**config.mk**
```make
export PLATFORM = sky130hd
export DESIGN_NAME = gfc_top
export DESIGN_NICKNAME = d
export VERILOG_FILES = /design/src/hw/gfc_pkg.sv /design/src/hw/gfc_decade.sv /design/src/hw/gfc_top.sv
export VERILOG_INCLUDE_DIRS = /design/src /design/src/hw
export SDC_FILE = /design/constraint.sdc
export NUM_CORES = 1
export LEC_CHECK = 0
export ABC_AREA = 1
export BUFFER_PORTS_ARGS = -buffer_cell sky130_fd_sc_hd__buf_2
export CAP_MARGIN = 0
export CORE_UTILIZATION = 30
export CTS_CLUSTER_SIZE = 25
export DETAILED_ROUTE_END_ITERATION = 8
export GPL_TIMING_DRIVEN = 0
export PLACE_DENSITY = 0.57
export SETUP_SLACK_MARGIN = 0.2
export SLEW_MARGIN = 20
export SYNTH_ARGS = -nofsm -noshare
export SYNTH_HDL_FRONTEND = slang
export SYNTH_SLANG_ARGS = --single-unit
```
**constraint.sdc**
```tcl
create_clock -name CORE_CLK_I -period 22.1 [get_ports CORE_CLK_I]
set_input_delay 3.315 -clock CORE_CLK_I [delete_from_list [all_inputs] [get_ports CORE_CLK_I]]
set_output_delay 3.315 -clock CORE_CLK_I [all_outputs]
set_load 0.01 [all_outputs]
```
**src/hw/gfc_defs.svh**
```systemverilog
`ifndef GFC_DEFS_SVH
`define GFC_DEFS_SVH

// ----------------------------------------
// Register offsets and fields
// ----------------------------------------
`define GFC_OFF_CTRL 8'h00
`define GFC_OFF_DISP 8'h04
`define GFC_OFF_CMD 8'h08
`define GFC_OFF_STATUS 8'h0c
`define GFC_OFF_READING 8'h10
`define GFC_CTRL_MODE_LSB 0
`define GFC_CTRL_EXT_BIT 3
`define GFC_CTRL_INF_BIT 4
`define GFC_CTRL_RST 8'h03
`define GFC_DISP_RST 7'h0a
`define GFC_DISP_MIN 7'h01
`define GFC_DISP_MAX 7'h64
`define GFC_CMD_RESET_BIT 0

// ----------------------------------------
// Timing
// ----------------------------------------
`define GFC_CLK_NS 4
`define GFC_REF_NS 1000
`define GFC_REF_DIV (`GFC_REF_NS / `GFC_CLK_NS)
`define GFC_STORE_NS 7000
`define GFC_STORE_CYC (`GFC_STORE_NS / `GFC_CLK_NS)
`define GFC_RST_NS 28000
`define GFC_RST_CYC (`GFC_RST_NS / `GFC_CLK_NS)
`define GFC_DISP_UNIT_NS 100000000
`define GFC_DISP_UNIT_CYC (`GFC_DISP_UNIT_NS / `GFC_CLK_NS)
`define GFC_TB_FIRST_DIV 1000

`endif

```
**src/hw/gfc_pkg.sv**
```systemverilog
package gfc_pkg;
  typedef enum logic [2:0] {
    GFC_MODE_1MS = 3'h0,
    GFC_MODE_10MS = 3'h1,
    GFC_MODE_100MS = 3'h2,
    GFC_MODE_1S = 3'h3,
    GFC_MODE_10S = 3'h4,
    GFC_MODE_100S = 3'h5,
    GFC_MODE_CNT_A = 3'h6,
    GFC_MODE_CNT_OFF = 3'h7
  } gfc_mode_t;
  typedef logic [3:0] gfc_bcd_t;
endpackage : gfc_pkg

```
**src/hw/gfc_decade.sv**
```systemverilog
`timescale 1ns/10ps
`default_nettype none
module gfc_decade #(
  parameter bit QUIBIN = 1'b0
) (
  // Clock and reset
  input wire logic clk_i,
  input wire logic rst_i,
  // Count control
  input wire logic clr_i,
  input wire logic inc_i,
  // Count outputs
  output gfc_pkg::gfc_bcd_t bcd_o,
  output logic carry_o
);

  // ----------------------------------------
  // Counter styles
  // ----------------------------------------
  generate
    if (QUIBIN) begin : g_quibin
      logic [4:0] ring_q;
      logic bin_q;
      logic [3:0] quin;
      always_ff @(posedge clk_i or posedge rst_i) begin
        if (rst_i) begin
          ring_q <= 5'h01;
          bin_q <= 1'b0;
        end else if (clr_i) begin
          ring_q <= 5'h01;
          bin_q <= 1'b0;
        end else if (inc_i) begin
          ring_q <= {ring_q[3:0], ring_q[4]};
          if (ring_q[4]) begin
            bin_q <= ~bin_q;
          end
        end
      end
      // A ring that somehow holds no bit reads as zero rather than garbage.
      assign quin = ring_q[4] ? 4'h4 : ring_q[3] ? 4'h3 : ring_q[2] ? 4'h2 : ring_q[1] ? 4'h1 : 4'h0;
      assign bcd_o = quin + (bin_q ? 4'h5 : 4'h0);
      assign carry_o = inc_i & ring_q[4] & bin_q;
    end else begin : g_binary
      logic [3:0] cnt_q;
      always_ff @(posedge clk_i or posedge rst_i) begin
        if (rst_i) begin
          cnt_q <= 4'h0;
        end else if (clr_i) begin
          cnt_q <= 4'h0;
        end else if (inc_i) begin
          cnt_q <= (cnt_q == 4'h9) ? 4'h0 : cnt_q + 4'h1;
        end
      end
      assign bcd_o = cnt_q;
      assign carry_o = inc_i & (cnt_q == 4'h9);
    end
  endgenerate

endmodule : gfc_decade
`default_nettype wire

```
**src/hw/gfc_top.sv**
```systemverilog
// Implementation choices: the placing of the registers and the AXI4-Lite register port.
`timescale 1ns/10ps
`default_nettype none
`include "gfc_defs.svh"
module gfc_top #(
  parameter int RST_CYC = `GFC_RST_CYC,
  parameter int DISP_UNIT_CYC = `GFC_DISP_UNIT_CYC
) (
  // Clock and reset
  input wire logic CORE_CLK_I,
  input wire logic SYS_RST_I,
  // AXI4-Lite write address
  input wire logic [7:0] S_AXI_AWADDR_I,
  input wire logic S_AXI_AWVALID_I,
  output logic S_AXI_AWREADY_O,
  // AXI4-Lite write data
  input wire logic [31:0] S_AXI_WDATA_I,
  input wire logic [3:0] S_AXI_WSTRB_I,
  input wire logic S_AXI_WVALID_I,
  output logic S_AXI_WREADY_O,
  // AXI4-Lite write response
  output logic [1:0] S_AXI_BRESP_O,
  output logic S_AXI_BVALID_O,
  input wire logic S_AXI_BREADY_I,
  // AXI4-Lite read address
  input wire logic [7:0] S_AXI_ARADDR_I,
  input wire logic S_AXI_ARVALID_I,
  output logic S_AXI_ARREADY_O,
  // AXI4-Lite read data
  output logic [31:0] S_AXI_RDATA_O,
  output logic [1:0] S_AXI_RRESP_O,
  output logic S_AXI_RVALID_O,
  input wire logic S_AXI_RREADY_I,
  // Measured input and external reference pins
  input wire logic INPUT_A_I,
  input wire logic REF_B_I,
  // Readout
  output logic [59:0] DIGIT_SEL_O,
  output logic [5:0] DEC_POINT_O,
  output logic [2:0] PRINT_DP_O,
  output logic GATE_LAMP_O,
  output logic STORE_O,
  output logic RESET_PULSE_O
);

  // ----------------------------------------
  // Helpers
  // ----------------------------------------
  function automatic logic hit(input logic [7:0] addr, input logic [7:0] off);
    hit = (addr[7:2] == off[7:2]);
  endfunction : hit

  function automatic logic [9:0] onehot10(input gfc_pkg::gfc_bcd_t v);
    onehot10 = (v > 4'h9) ? 10'h000 : 10'h001 << v;
  endfunction : onehot10

  // ----------------------------------------
  // Register file state
  // ----------------------------------------
  logic [7:0] ctrl_q;
  logic [6:0] disp_int_q;
  logic aw_full_q;
  logic w_full_q;
  logic [7:0] awaddr_q;
  logic [31:0] wdata_q;
  logic [3:0] wstrb_q;
  logic bvalid_q;
  logic [1:0] bresp_q;
  logic rvalid_q;
  logic [1:0] rresp_q;
  logic [31:0] rdata_q;

  wire do_wr = aw_full_q & w_full_q & ~bvalid_q;
  wire wr_ctrl = do_wr & hit(awaddr_q, `GFC_OFF_CTRL) & wstrb_q[0];
  wire wr_disp = do_wr & hit(awaddr_q, `GFC_OFF_DISP) & wstrb_q[0];
  wire wr_cmd = do_wr & hit(awaddr_q, `GFC_OFF_CMD) & wstrb_q[0];
  wire wr_mapped = hit(awaddr_q, `GFC_OFF_CTRL) | hit(awaddr_q, `GFC_OFF_DISP) | hit(awaddr_q, `GFC_OFF_CMD)
                 | hit(awaddr_q, `GFC_OFF_STATUS) | hit(awaddr_q, `GFC_OFF_READING);
  wire ar_hs = S_AXI_ARVALID_I & ~rvalid_q;

  gfc_pkg::gfc_mode_t mode;
  assign mode = gfc_pkg::gfc_mode_t'(ctrl_q[`GFC_CTRL_MODE_LSB +: 3]);
  wire ext_ref = ctrl_q[`GFC_CTRL_EXT_BIT];
  wire infinite = ctrl_q[`GFC_CTRL_INF_BIT];
  wire count_mode = (mode == gfc_pkg::GFC_MODE_CNT_A) | (mode == gfc_pkg::GFC_MODE_CNT_OFF);
  wire man_reset = wr_cmd & wdata_q[`GFC_CMD_RESET_BIT];

  assign S_AXI_AWREADY_O = ~aw_full_q & ~bvalid_q;
  assign S_AXI_WREADY_O = ~w_full_q & ~bvalid_q;
  assign S_AXI_BVALID_O = bvalid_q;
  assign S_AXI_BRESP_O = bresp_q;
  assign S_AXI_ARREADY_O = ~rvalid_q;
  assign S_AXI_RVALID_O = rvalid_q;
  assign S_AXI_RRESP_O = rresp_q;
  assign S_AXI_RDATA_O = rdata_q;

  // ----------------------------------------
  // AXI4-Lite write channel
  // ----------------------------------------
  // Address and data are caught independently, so either may arrive first.
  always_ff @(posedge CORE_CLK_I or posedge SYS_RST_I) begin
    if (SYS_RST_I) begin
      aw_full_q <= 1'b0;
      w_full_q <= 1'b0;
      awaddr_q <= 8'h00;
      wdata_q <= 32'h0000_0000;
      wstrb_q <= 4'h0;
      bvalid_q <= 1'b0;
      bresp_q <= 2'h0;
    end else begin
      if (S_AXI_AWVALID_I & S_AXI_AWREADY_O) begin
        aw_full_q <= 1'b1;
        awaddr_q <= S_AXI_AWADDR_I;
      end
      if (S_AXI_WVALID_I & S_AXI_WREADY_O) begin
        w_full_q <= 1'b1;
        wdata_q <= S_AXI_WDATA_I;
        wstrb_q <= S_AXI_WSTRB_I;
      end
      if (do_wr) begin
        aw_full_q <= 1'b0;
        w_full_q <= 1'b0;
        bvalid_q <= 1'b1;
        bresp_q <= wr_mapped ? 2'h0 : 2'h2;
      end else if (bvalid_q & S_AXI_BREADY_I) begin
        bvalid_q <= 1'b0;
      end
    end
  end

  // Out-of-range display intervals are clamped, so the timer never runs zero or forever.
  wire [6:0] disp_wval = wdata_q[6:0];
  wire [6:0] disp_clamp = (disp_wval < `GFC_DISP_MIN) ? `GFC_DISP_MIN :
                          (disp_wval > `GFC_DISP_MAX) ? `GFC_DISP_MAX : disp_wval;

  always_ff @(posedge CORE_CLK_I or posedge SYS_RST_I) begin
    if (SYS_RST_I) begin
      ctrl_q <= `GFC_CTRL_RST;
      disp_int_q <= `GFC_DISP_RST;
    end else begin
      if (wr_ctrl) begin
        ctrl_q <= {3'h0, wdata_q[4:0]};
      end
      if (wr_disp) begin
        disp_int_q <= disp_clamp;
      end
    end
  end

  // ----------------------------------------
  // Pin synchronisers
  // ----------------------------------------
  logic [1:0] a_sync_q;
  logic [1:0] b_sync_q;
  logic a_prev_q;
  logic b_prev_q;
  always_ff @(posedge CORE_CLK_I or posedge SYS_RST_I) begin
    if (SYS_RST_I) begin
      a_sync_q <= 2'h0;
      b_sync_q <= 2'h0;
      a_prev_q <= 1'b0;
      b_prev_q <= 1'b0;
    end else begin
      a_sync_q <= {a_sync_q[0], INPUT_A_I};
      b_sync_q <= {b_sync_q[0], REF_B_I};
      a_prev_q <= a_sync_q[1];
      b_prev_q <= b_sync_q[1];
    end
  end
  wire a_rise = a_sync_q[1] & ~a_prev_q;
  wire b_fall = ~b_sync_q[1] & b_prev_q;

  // ----------------------------------------
  // Reference and time base
  // ----------------------------------------
  logic [7:0] osc_q;
  logic [9:0] ms_q;
  wire osc_tick = (osc_q == 8'(`GFC_REF_DIV - 1));
  wire ref_tick = ext_ref ? b_fall : osc_tick;
  wire [5:0] tb_tick;

  always_ff @(posedge CORE_CLK_I or posedge SYS_RST_I) begin
    if (SYS_RST_I) begin
      osc_q <= 8'h00;
      ms_q <= 10'h000;
    end else begin
      osc_q <= osc_tick ? 8'h00 : osc_q + 8'h01;
      if (ref_tick) begin
        ms_q <= (ms_q == 10'(`GFC_TB_FIRST_DIV - 1)) ? 10'h000 : ms_q + 10'h001;
      end
    end
  end
  assign tb_tick[0] = ref_tick & (ms_q == 10'(`GFC_TB_FIRST_DIV - 1));

  // The time base runs free and is never touched by the measurement reset.
  genvar k;
  generate
    for (k = 1; k < 6; k++) begin : g_tb
      logic [3:0] dec_q;
      always_ff @(posedge CORE_CLK_I or posedge SYS_RST_I) begin
        if (SYS_RST_I) begin
          dec_q <= 4'h0;
        end else if (tb_tick[k-1]) begin
          dec_q <= (dec_q == 4'h9) ? 4'h0 : dec_q + 4'h1;
        end
      end
      assign tb_tick[k] = tb_tick[k-1] & (dec_q == 4'h9);
    end
  endgenerate

  wire sel_tick = ~count_mode & tb_tick[mode];

  // ----------------------------------------
  // Gate and display control
  // ----------------------------------------
  logic gate_q;
  logic disp_q;
  logic [10:0] store_cnt_q;
  logic [31:0] rst_cnt_q;
  logic [31:0] unit_q;
  logic [6:0] tenth_q;

  wire rst_busy = (rst_cnt_q != 32'h0);
  wire gate_toggle = sel_tick & ~disp_q & ~rst_busy;
  wire gate_fall = gate_toggle & gate_q;
  wire timer_run = disp_q & ~infinite & ~rst_busy;
  wire unit_tick = timer_run & (unit_q == 32'(DISP_UNIT_CYC - 1));
  wire timer_done = unit_tick & (tenth_q == disp_int_q - 7'h01);
  wire rst_trig = ~rst_busy & (timer_done | man_reset);
  wire store_act = (store_cnt_q != 11'h000) | count_mode;

  always_ff @(posedge CORE_CLK_I or posedge SYS_RST_I) begin
    if (SYS_RST_I) begin
      gate_q <= 1'b0;
      disp_q <= 1'b0;
    end else begin
      if (count_mode) begin
        gate_q <= (mode == gfc_pkg::GFC_MODE_CNT_A);
        disp_q <= 1'b0;
      end else begin
        if (rst_busy) begin
          gate_q <= 1'b0;
          disp_q <= 1'b0;
        end else if (gate_toggle) begin
          gate_q <= ~gate_q;
          disp_q <= gate_q;
        end
      end
    end
  end

  always_ff @(posedge CORE_CLK_I or posedge SYS_RST_I) begin
    if (SYS_RST_I) begin
      store_cnt_q <= 11'h000;
    end else if (gate_fall) begin
      store_cnt_q <= 11'(`GFC_STORE_CYC);
    end else if (store_cnt_q != 11'h000) begin
      store_cnt_q <= store_cnt_q - 11'h001;
    end
  end

  always_ff @(posedge CORE_CLK_I or posedge SYS_RST_I) begin
    if (SYS_RST_I) begin
      unit_q <= 32'h0;
      tenth_q <= 7'h00;
    end else if (~timer_run) begin
      unit_q <= 32'h0;
      tenth_q <= 7'h00;
    end else if (unit_tick) begin
      unit_q <= 32'h0;
      tenth_q <= tenth_q + 7'h01;
    end else begin
      unit_q <= unit_q + 32'h1;
    end
  end

  always_ff @(posedge CORE_CLK_I or posedge SYS_RST_I) begin
    if (SYS_RST_I) begin
      rst_cnt_q <= 32'h0;
    end else if (rst_trig) begin
      rst_cnt_q <= 32'(RST_CYC);
    end else if (rst_busy) begin
      rst_cnt_q <= rst_cnt_q - 32'h1;
    end
  end

  // ----------------------------------------
  // Count chain
  // ----------------------------------------
  wire [6:0] carry;
  wire [23:0] chain_bcd;
  assign carry[0] = gate_q & a_rise;

  // The top carry goes nowhere, so the reading simply wraps.
  generate
    for (k = 0; k < 6; k++) begin : g_chain
      gfc_decade #(
        .QUIBIN(k == 0)
      ) u_dec (
        .clk_i(CORE_CLK_I),
        .rst_i(SYS_RST_I),
        .clr_i(rst_busy),
        .inc_i(carry[k]),
        .bcd_o(chain_bcd[4*k +: 4]),
        .carry_o(carry[k+1])
      );
    end
  endgenerate

  // ----------------------------------------
  // Storage and readout
  // ----------------------------------------
  logic [23:0] reading_q;
  logic [59:0] digit_q;
  logic [5:0] dp_q;
  logic [2:0] pdp_q;

  always_ff @(posedge CORE_CLK_I or posedge SYS_RST_I) begin
    if (SYS_RST_I) begin
      reading_q <= 24'h000000;
    end else if (store_act) begin
      reading_q <= chain_bcd;
    end
  end

  // Decoding is registered so the readout never shows decoder glitches.
  always_ff @(posedge CORE_CLK_I or posedge SYS_RST_I) begin
    if (SYS_RST_I) begin
      digit_q <= 60'h0;
      dp_q <= 6'h00;
      pdp_q <= 3'h0;
    end else begin
      for (int i = 0; i < 6; i++) begin
        digit_q[10*i +: 10] <= onehot10(reading_q[4*i +: 4]);
      end
      dp_q <= count_mode ? 6'h00 : 6'(6'h01 << mode);
      pdp_q <= count_mode ? 3'h0 : mode;
    end
  end

  assign DIGIT_SEL_O = digit_q;
  assign DEC_POINT_O = dp_q;
  assign PRINT_DP_O = pdp_q;
  assign GATE_LAMP_O = gate_q;
  assign STORE_O = store_act;
  assign RESET_PULSE_O = rst_busy;

  // ----------------------------------------
  // AXI4-Lite read channel
  // ----------------------------------------
  wire [31:0] status_w = {28'h0, rst_busy, store_act, disp_q, gate_q};
  wire [31:0] rd_mux = hit(S_AXI_ARADDR_I, `GFC_OFF_CTRL) ? {24'h0, ctrl_q} :
                       hit(S_AXI_ARADDR_I, `GFC_OFF_DISP) ? {25'h0, disp_int_q} :
                       hit(S_AXI_ARADDR_I, `GFC_OFF_STATUS) ? status_w :
                       hit(S_AXI_ARADDR_I, `GFC_OFF_READING) ? {8'h0, reading_q} : 32'h0;
  wire rd_mapped = hit(S_AXI_ARADDR_I, `GFC_OFF_CTRL) | hit(S_AXI_ARADDR_I, `GFC_OFF_DISP)
                 | hit(S_AXI_ARADDR_I, `GFC_OFF_CMD) | hit(S_AXI_ARADDR_I, `GFC_OFF_STATUS)
                 | hit(S_AXI_ARADDR_I, `GFC_OFF_READING);

  always_ff @(posedge CORE_CLK_I or posedge SYS_RST_I) begin
    if (SYS_RST_I) begin
      rvalid_q <= 1'b0;
      rresp_q <= 2'h0;
      rdata_q <= 32'h0;
    end else if (ar_hs) begin
      rvalid_q <= 1'b1;
      rresp_q <= rd_mapped ? 2'h0 : 2'h2;
      rdata_q <= rd_mux;
    end else if (rvalid_q & S_AXI_RREADY_I) begin
      rvalid_q <= 1'b0;
    end
  end

endmodule : gfc_top
`default_nettype wire

```
==> PnR_summary.wiki, run 1 <==
{| class="wikitable"
! Metric !! Value
|-
| Final Instance Area || 16500 sq um
|-
| Maximum fanout encountered on the critical timing path || 10
|-
| CTS tree || yes
|-
| Final Max Tran Viols || 0
|-
| Final net count || between 1500 and 2000
|-
| Clock net sink count || 303
|-
| Number of antenna-violating nets in the routed design || 0
|-
| Total GRT Usage || 0.140
|-
| Crit path largest cell delay || roughly 530 ps
|-
| DR pass1 iterations || 5
|-
| Worst slew margin relative to its limit || 0.415
|-
| Number of buffers created by CTS || 35
|-
| Syn. warnings || 0
|-
| Depth of the most critical reg-to-reg path || 9
|-
| Placement Cell Area || approximately 15000 sq um
|-
| Buffer depth of the longest clock path || 3
|-
| Min-Delay Path Depth || 0
|-
| Antenna Diode Count || 0
|-
| Most common cell after layout, fill and taps aside || sky130_fd_sc_hd__dfrtp_1
|-
| H-tree levels || 2
|-
| CTS clock-pin slew for the worst setup and hold paths || ~60 ps
|-
| CP Launch Type || flip-flop
|-
| Count of unique library cells instantiated by Yosys || 58
|-
| Launch point of the worst reg-to-reg path || store_cnt_q[6]
|-
| Hold-fix buffers, CTS || 0
|-
| Cell at the root of the clock tree || sky130_fd_sc_hd__clkbuf_16
|-
| Die Footprint || 46900 sq um
|-
| Layout Area Growth over Synthesis || 19.6%
|-
| Y dimension of the die || between 200 and 250 um
|-
| First-pass GRT wire length || ~54000 um
|-
| Detailed placement HPWL || 23700 um
|-
| Remaining DRCs || 0
|-
| Standard-cell row count || 78
|-
| # IOs || roughly 170
|-
| Main flop type after synthesis || sky130_fd_sc_hd__dfrtp_1
|-
| Worst Path Required || around 19000 ps
|-
| Post-CTS Setup Bufs || 0
|-
| Unrepaired setup endpoints after global routing || false
|-
| GRT overflow || 0
|-
| IO buf count || about 130
|-
| Hold-critical path endpoint || b_sync_q[1]
|-
| Post-CTS resize count || 0
|-
| Most frequent cells in the layout || sky130_fd_sc_hd__dfrtp_1 (298), sky130_fd_sc_hd__nand2_1 (283), sky130_fd_sc_hd__nor2_1 (226), sky130_fd_sc_hd__inv_1 (217), sky130_fd_sc_hd__buf_2 (134)
|-
| Total number of vias || ~11000
|-
| Asr flop ratio synth || 1.00
|-
| Worst path top cell family by delay || simple AND/OR/NAND/NOR gates
|-
| Cell repeated most along the worst path || sky130_fd_sc_hd__nor2_1
|-
| Reg area || 7590 sq um
|-
| Die Wd || roughly 220 um
|-
| Max-capacitance violation count || 0
|-
| Pin count of the biggest net entering global routing || roughly 110
|-
| Fraction of layout instances using a drive strength above 1 || 0.149
|-
| Final hold violations || 0
|-
| Mean area per synthesized cell || around 9 sq um
|-
| Clock skew || approximately 16 ps
|-
| Instance count of the mapped netlist || roughly 1600
|-
| Post-synth design cell area || roughly 14000 sq um
|-
| R2r setup slk || 19600 ps
|-
| Last weighted congestion value of the routability-driven placer || 0.838
|-
| Critical path arrival || 2750 ps
|-
| Period Utilization, post-route || 0.275
|-
| Initial Utilization || 0.305
|-
| Power per unit of standard cell area || approximately 87 nW/um^2
|-
| Path class of the lowest-slack min-delay path || flip-flop to flip-flop
|-
| WL per Instance || between 10 and 15 um
|-
| Sequential element share of the synthesized area || 0.549
|-
| Pin slew with the least headroom to its limit || between 800 and 900 ps
|-
| Count of routing violations after the opening detailed-route iteration || 670
|-
| Vias per Instance || approximately 4.5
|-
| Core region area || approximately 45000 sq um
|-
| Area taken by multi-input logic gates || around 5300 sq um
|-
| Buf/Inv on CP || 3
|-
| Sum Neg Setup Slack || 0 ps
|-
| Min Clock Period, post-route || 6070 ps
|-
| Cells along the critical path || nor2_1 -> nand2_1 -> nor2_1 -> nand4_1 -> nor2_1 -> inv_2 -> nor2_2 -> inv_1 -> buf_2
|-
| Final setup violation count || 0
|-
| Crit Path Category || flip-flop to output port
|-
| Sort of element at the end of the critical path || output port
|-
| Number of filler instances in the final layout || roughly 4600
|-
| Run status || complete, no violations
|-
| Achievable clock frequency || between 0.15 and 0.2 GHz
|-
| Number of flip-flops and latches in the synthesized netlist || 303
|-
| Worst path slowest cell || sky130_fd_sc_hd__nor2_2
|-
| Critical register-to-register path endpoint || reading_q[22]
|-
| Initial antenna violation count || 0
|-
| Static leakage power || between 0.008 and 0.009 uW
|-
| Hold wc startpoint || b_sync_q[0]
|-
| Utilization after layout || 0.364
|-
| Clk_lat worst skew || 520 ps
|-
| Number of enable flip-flop cells after synthesis || 0
|-
| Final routed wirelength across all metal layers || between 30000 and 40000 um
|-
| Vias in the first global route || around 10000
|-
| Max rail drop VDD || between 40 and 50 uV
|}
worst register-to-register path: cells and delay by family (launching register included):
| family | cells | cell delay [ps] |
|---|---|---|
| AND/OR/NAND/NOR | 6 | 1320 |
| flip-flops | 1 | 400 |
| buffers and inverters | 2 | 500 |
| AO/OA/AOI/OAI | 1 | 140 |
stage by stage:
step / hold slack (ps) / setup WS [ps] / std cells / total power [uW]
3_3_place_gp: 337 / 6820 / 2294 / 842
3_5_place_dp: 344 / 16600 / 2297 / 848
4_1_cts: 356 / 16000 / 2357 / 1450
2_1_floorplan: 331 / 10420 / 1563 / 793
5_1_grt: 361 / 15740 / 2357 / 1510
6_report: 353 / 16030 / 2357 / 1430
where the power goes:
part | switching, uW | internal (uW)
Sequential | 48.8 | 607
Clock | 227 | 367
Combinational | 109 | 70.8
Total | 385 | 1040
routing by layer:
layer	track usage	part of all wire	wire, um
met1	0.197	0.48	15600
met2	0.221	0.44	14200
met3	0.0289	0.056	1810
met4	0.0347	0.018	581
met5	0	0	0
flip-flops by register name (all words and copies together), names as in the netlist, 2 cells and up:
name / count
DIGIT_SEL_O: 60
rst_cnt_q: 32
unit_q: 32
S_AXI_RDATA_O: 24
reading_q: 24
g_chain.u_dec.bcd_o: 20
g_tb.dec_q: 20
store_cnt_q: 11
ms_q: 10
osc_q: 8
disp_int_q: 7
tenth_q: 7
wdata_q: 7
DEC_POINT_O: 6
awaddr_q: 6
ctrl_q: 5
g_chain.u_dec.g_quibin.ring_q: 5
PRINT_DP_O: 3
a_sync_q: 2
b_sync_q: 2
cell type report:
class                           count  share of cell area
Buffer                             29             0.00999
Timing Repair Buffer              134              0.0447
Multi-Input combinational cell   1009               0.319
Inverter                          222              0.0509
Sequential cell                   303               0.459
Tap cell                          600              0.0454
Clock inverter                     13              0.0120
Clock buffer                       47              0.0587
how the worst max path moves through the flow:
stage	cells past startpoint	end	slack, ps	startpoint
floorplan	1	DEC_POINT_O[0]	10420	SYS_RST_I
global placement	2	ms_q[8]	6820	SYS_RST_I
detailed placement	9	STORE_O	16600	store_cnt_q[6]
CTS	9	STORE_O	16000	store_cnt_q[6]
global route	9	STORE_O	15740	store_cnt_q[6]
finish	9	STORE_O	16030	store_cnt_q[6]
kinds of logic after synthesis:
kind of cell,Yosys count,synth area share
adders and majority gates,21,0.0190
AOI/OAI and AO/OA,182,0.0762
xor gates and xnor gates,59,0.0384
other,1,0.000271
muxes,16,0.0123
buffers and inverters,251,0.0723
DFF,303,0.549
and+or+nand+nor,721,0.233
synth_stat cells (all sizes together) (13+ instances only):
library cell | n | area share
a21oi | 65 | 0.024
buf | 16 | 0.0084
clkbuf | 13 | 0.0035
dfrtp | 298 | 0.54
ha | 21 | 0.019
inv | 221 | 0.060
nand2 | 290 | 0.081
nand3 | 74 | 0.028
nand4 | 25 | 0.012
nor2 | 238 | 0.071
nor3 | 63 | 0.024
o21ai | 63 | 0.023
o31ai | 20 | 0.011
xnor2 | 20 | 0.013
xor2 | 38 | 0.024
Note: power is estimated with default switching activity, not from simulation.
==> inputs of run 2 (changes only) <==
--- a/config.mk
+++ b/config.mk
@@ -6,7 +6,7 @@
 export SDC_FILE = /design/constraint.sdc
 export NUM_CORES = 1
 export LEC_CHECK = 0
-export ABC_AREA = 1
+export ABC_AREA = 0
 export BUFFER_PORTS_ARGS = -buffer_cell sky130_fd_sc_hd__buf_2
 export CAP_MARGIN = 0
 export CORE_UTILIZATION = 30
==> constraint.sdc (replaced) <==
create_clock -name CORE_CLK_I -period 5.8 [get_ports CORE_CLK_I]
set_input_delay 0.87 -clock CORE_CLK_I [delete_from_list [all_inputs] [get_ports CORE_CLK_I]]
set_output_delay 0.87 -clock CORE_CLK_I [all_outputs]
set_load 0.01 [all_outputs]
==> run 2 against run 1 <==
Effect of this change:
- clock power rose to 3.7 times the previous value
- via count fell by 9.1%
- final area fell by 2.0%
- setup slack got worse by 14000 ps
- wire length fell by 8.6%
- sequential cell count did not move
- critical path depth fell by 2
- register-to-register slack got worse by 17000 ps
- power rose to 3.9 times the previous value
- count of clock-buffer cells in the layout rose by 2
- global-route usage fell by 0.62 points
- die area fell by 3.1%
- critical endpoint is now RESET_PULSE_O
==> PnR_summary.wiki, run 2 <==
{| class="wikitable"
! Metric !! Value
|-
| Number of buffers created by CTS || 34 (was 35)
|-
| Standard-cell row count || 77 (was 78)
|-
| Final hold violations || 0 (unchanged)
|-
| Static leakage power || 0.00752 uW (was 0.00816 uW)
|-
| Initial Utilization || 0.304 (was 0.305)
|-
| Run status || complete, no violations (unchanged)
|-
| Cell repeated most along the worst path || sky130_fd_sc_hd__buf_2 (was sky130_fd_sc_hd__nor2_1)
|-
| Buf/Inv on CP || 4 (was 3)
|-
| R2r setup slk || 2810 ps (was 19600 ps)
|-
| Final Max Tran Viols || 0 (unchanged)
|-
| Vias per Instance || 4.66 (was 4.50)
|-
| Mean area per synthesized cell || 10.6 sq um (was 8.90 sq um)
|-
| Number of flip-flops under the largest register name || 60 (unchanged)
|-
| Power per unit of standard cell area || 343 nW/um^2 (was 86.5 nW/um^2)
|-
| Achievable clock frequency || roughly 0.24 GHz
|-
| Post-CTS Setup Bufs || 0 (unchanged)
|-
| IO buf count || 131 (unchanged)
|-
| Count of unique library cells instantiated by Yosys || 68 (was 58)
|-
| Remaining DRCs || 0 (unchanged)
|-
| Pin slew with the least headroom to its limit || 898 ps (was 870 ps)
|-
| Post-synth design cell area || 13400 sq um (was 13800 sq um)
|-
| Worst slew margin relative to its limit || 0.392 (was 0.415)
|-
| Die Wd || 213 um (was 217 um)
|-
| Final Hold Slack || 350 ps (was 353 ps)
|-
| Detailed placement HPWL || 21200 um (was 23700 um)
|-
| Worst path top cell family by delay || simple AND/OR/NAND/NOR gates (unchanged)
|-
| Most common cell after layout, fill and taps aside || sky130_fd_sc_hd__dfrtp_1 (unchanged)
|-
| Total GRT Usage || 0.134 (was 0.140)
|-
| Clock skew || 22.2 ps (was 16.0 ps)
|-
| Final net count || 1533 (was 1816)
|-
| Core region area || 44100 sq um (was 45400 sq um)
|-
| Critical path arrival || 3350 ps (was 2750 ps)
|-
| Crit Path Category || flip-flop to output port (unchanged)
|-
| Post-synthesis cell type with the largest combined area || sky130_fd_sc_hd__dfrtp_1 (unchanged)
|-
| Top cells by area in the synthesized netlist || sky130_fd_sc_hd__dfrtp_1 (56%), sky130_fd_sc_hd__nor2_1 (4.3%), sky130_fd_sc_hd__nand2_1 (3.8%) (was sky130_fd_sc_hd__dfrtp_1 (54%), sky130_fd_sc_hd__nand2_1 (7.7%), sky130_fd_sc_hd__nor2_1 (6.1%))
|-
| Layout Area Growth over Synthesis || 20.9% (was 19.6%)
|-
| Total number of vias || 9645 (was 10600)
|-
| Number of enable flip-flop cells after synthesis || 0 (unchanged)
|-
| H-tree levels || 2 (unchanged)
|-
| CTS clock-pin slew for the worst setup and hold paths || 60 ps (about the same)
|-
| Max-capacitance violation count || 0 (unchanged)
|-
| Instance count of the mapped netlist || 1265 (was 1554)
|-
| Number of flip-flops and latches in the synthesized netlist || 303 (unchanged)
|-
| Area share of the leading cell type in the synthesized netlist || 0.557 (was 0.539)
|-
| CP Launch Type || flip-flop (unchanged)
|-
| Cell at the root of the clock tree || sky130_fd_sc_hd__clkbuf_16 (unchanged)
|-
| Final setup violation count || 0 (unchanged)
|-
| # IOs || 174 (unchanged)
|-
| Hold-fix buffers, CTS || 0 (unchanged)
|-
| Min Clock Period, post-route || approximately 4200 ps
|-
| Unrepaired setup endpoints after global routing || false (unchanged)
|-
| Number of antenna-violating nets in the routed design || 0 (unchanged)
|-
| DR pass1 iterations || 7 (was 5)
|-
| Antenna Diode Count || 0 (unchanged)
|-
| Path class of the lowest-slack min-delay path || flip-flop to flip-flop (unchanged)
|-
| Maximum fanout encountered on the critical timing path || 10 (unchanged)
|-
| Ranking of synthesized cells by instance count || sky130_fd_sc_hd__dfrtp_1 (298), sky130_fd_sc_hd__nor2_1 (154), sky130_fd_sc_hd__nand2_1 (137) (was sky130_fd_sc_hd__dfrtp_1 (298), sky130_fd_sc_hd__nand2_1 (283), sky130_fd_sc_hd__nor2_1 (226))
|-
| Asr flop ratio synth || 1.00 (unchanged)
|-
| Crit path largest cell delay || 790 ps (was 530 ps)
|-
| Total placed cells including tap cells || 2007 (was 2297)
|-
| Initial antenna violation count || 0 (unchanged)
|-
| WL per Instance || 14.2 um (was 13.7 um)
|-
| Sequential element share of the synthesized area || 0.566 (was 0.549)
|-
| Period Utilization, post-route || 0.728
|-
| Fraction of layout instances using a drive strength above 1 || 0.189 (was 0.149)
|-
| Leading cell type by number of instances after synthesis || sky130_fd_sc_hd__dfrtp_1 (unchanged)
|-
| Final routed wirelength across all metal layers || 29400 um (was 32200 um)
|-
| Y dimension of the die || 213 um (was 217 um)
|-
| CTS tree || yes (unchanged)
|-
| Worst path slowest cell || sky130_fd_sc_hd__nor4_4 (was sky130_fd_sc_hd__nor2_2)
|-
| Buffer depth of the longest clock path || 3 (unchanged)
|-
| Worst Path Required || 4930 ps (was 18780 ps)
|-
| Most frequent cells in the layout || sky130_fd_sc_hd__dfrtp_1 (298), sky130_fd_sc_hd__nor2_1 (154), sky130_fd_sc_hd__nand2_1 (137), sky130_fd_sc_hd__buf_2 (134), sky130_fd_sc_hd__nor3_1 (66) (was sky130_fd_sc_hd__dfrtp_1 (298), sky130_fd_sc_hd__nand2_1 (283), sky130_fd_sc_hd__nor2_1 (226), sky130_fd_sc_hd__inv_1 (217), sky130_fd_sc_hd__buf_2 (134))
|-
| Number of filler instances in the final layout || 4401 (was 4614)
|-
| Vias in the first global route || 9424 (was 10300)
|-
| GRT overflow || 0 (unchanged)
|-
| First-pass GRT wire length || 49300 um (was 53500 um)
|-
| Main flop type after synthesis || sky130_fd_sc_hd__dfrtp_1 (unchanged)
|-
| Pin count of the biggest net entering global routing || 36 (was 108)
|-
| Syn. warnings || 0 (unchanged)
|-
| Sort of element at the end of the critical path || output port (unchanged)
|-
| Clock net sink count || 303 (unchanged)
|-
| Max rail drop VDD || 192 uV (was 47.3 uV)
|-
| Die Footprint || 45500 sq um (was 46900 sq um)
|-
| Post-CTS resize count || 0 (unchanged)
|-
| Clk_lat worst skew || 530 ps (was 520 ps)
|-
| Cells along the critical path || nor4_1 -> nand2_1 -> nor4_4 -> inv_1 -> buf_2 -> buf_2 -> buf_2 (was nor2_1 -> nand2_1 -> nor2_1 -> nand4_1 -> nor2_1 -> inv_2 -> nor2_2 -> inv_1 -> buf_2)
|-
| Count of routing violations after the opening detailed-route iteration || 437 (was 670)
|-
| Post-route non-filler standard cell count || 2068 (was 2357)
|-
| Last weighted congestion value of the routability-driven placer || 0.776 (was 0.838)
|}
[run 2: cells by family after synthesis]
kind of cell             count (synthesis)  share of synthesized area
AND/OR/NAND/NOR                        599                      0.224
flip-flops                             303                      0.566
AO/OA/AOI/OAI                          118                     0.0531
XOR/XNOR                                91                     0.0595
buffers and inverters                   77                     0.0277
multiplexers                            55                     0.0494
adder cells (fa/ha/maj)                 21                     0.0196
other                                    1                   0.000280
[run 2: worst paths after layout]
kind | from | end | depth (start not counted)
worst max-delay path | rst_cnt_q[24] | RESET_PULSE_O | 7
worst min-delay path | a_sync_q[0] | a_sync_q[1] | 0
worst max register to register | rst_cnt_q[24] | g_chain[5].u_dec.bcd_o[3] | 7
worst min register to register | a_sync_q[0] | a_sync_q[1] | 0
max in group asynchronous | SYS_RST_I | disp_int_q[1] | 6
min in group asynchronous | SYS_RST_I | DIGIT_SEL_O[28] | 2
[run 2: final cells by class]
cell class	count	area, sq um	share of cell area
multi-input cells	894	5470	0.338
plain buffers	41	236	0.0146
repair buffers	141	863	0.0533
well taps	592	741	0.0457
clock inverters	12	185	0.0114
clock buffers	49	978	0.0604
flip-flops and latches	303	7590	0.468
inverters	36	139	0.00857
[run 2: metal layers]
metal  track usage  routed length (um)
met1         0.183               14000
met2         0.219               13700
met3        0.0247                1290
met4        0.0357                 472
met5             0                   0
[run 2: worst reg2reg max path: stages, from the launching register on]
cell and delay (ps):
sky130_fd_sc_hd__dfrtp_1 430, sky130_fd_sc_hd__nor4_1 480, sky130_fd_sc_hd__nand2_1 290, sky130_fd_sc_hd__nor4_4 790, sky130_fd_sc_hd__inv_1 170, sky130_fd_sc_hd__buf_2 260
sky130_fd_sc_hd__buf_1 290, sky130_fd_sc_hd__a21oi_1 200
[run 2: report_power, final]
part           switching, uW  total, uW  internal (uW)
clock                    866       2220           1360
combinational            390        730            340
sequential               247       2600           2360
total                   1500       5560           4060
[run 2: through the flow]
| stage | setup WS (ps) | cell area (sq um) | setup TNS (ps) | power [uW] | util |
|---|---|---|---|---|---|
| 3_5_place_dp | 2070 | 15000 | 0 | 3380 | 0.341 |
| 4_1_cts | 1500 | 16200 | 0 | 5650 | 0.367 |
| 2_1_floorplan | 905 | 13400 | 0 | 3110 | - |
| 6_report | 1580 | 16200 | 0 | 5560 | 0.367 |
| 5_1_grt | 1330 | 16200 | 0 | 5850 | 0.367 |
| 3_3_place_gp | -944 | 14800 | -273260 | 3340 | 0.336 |
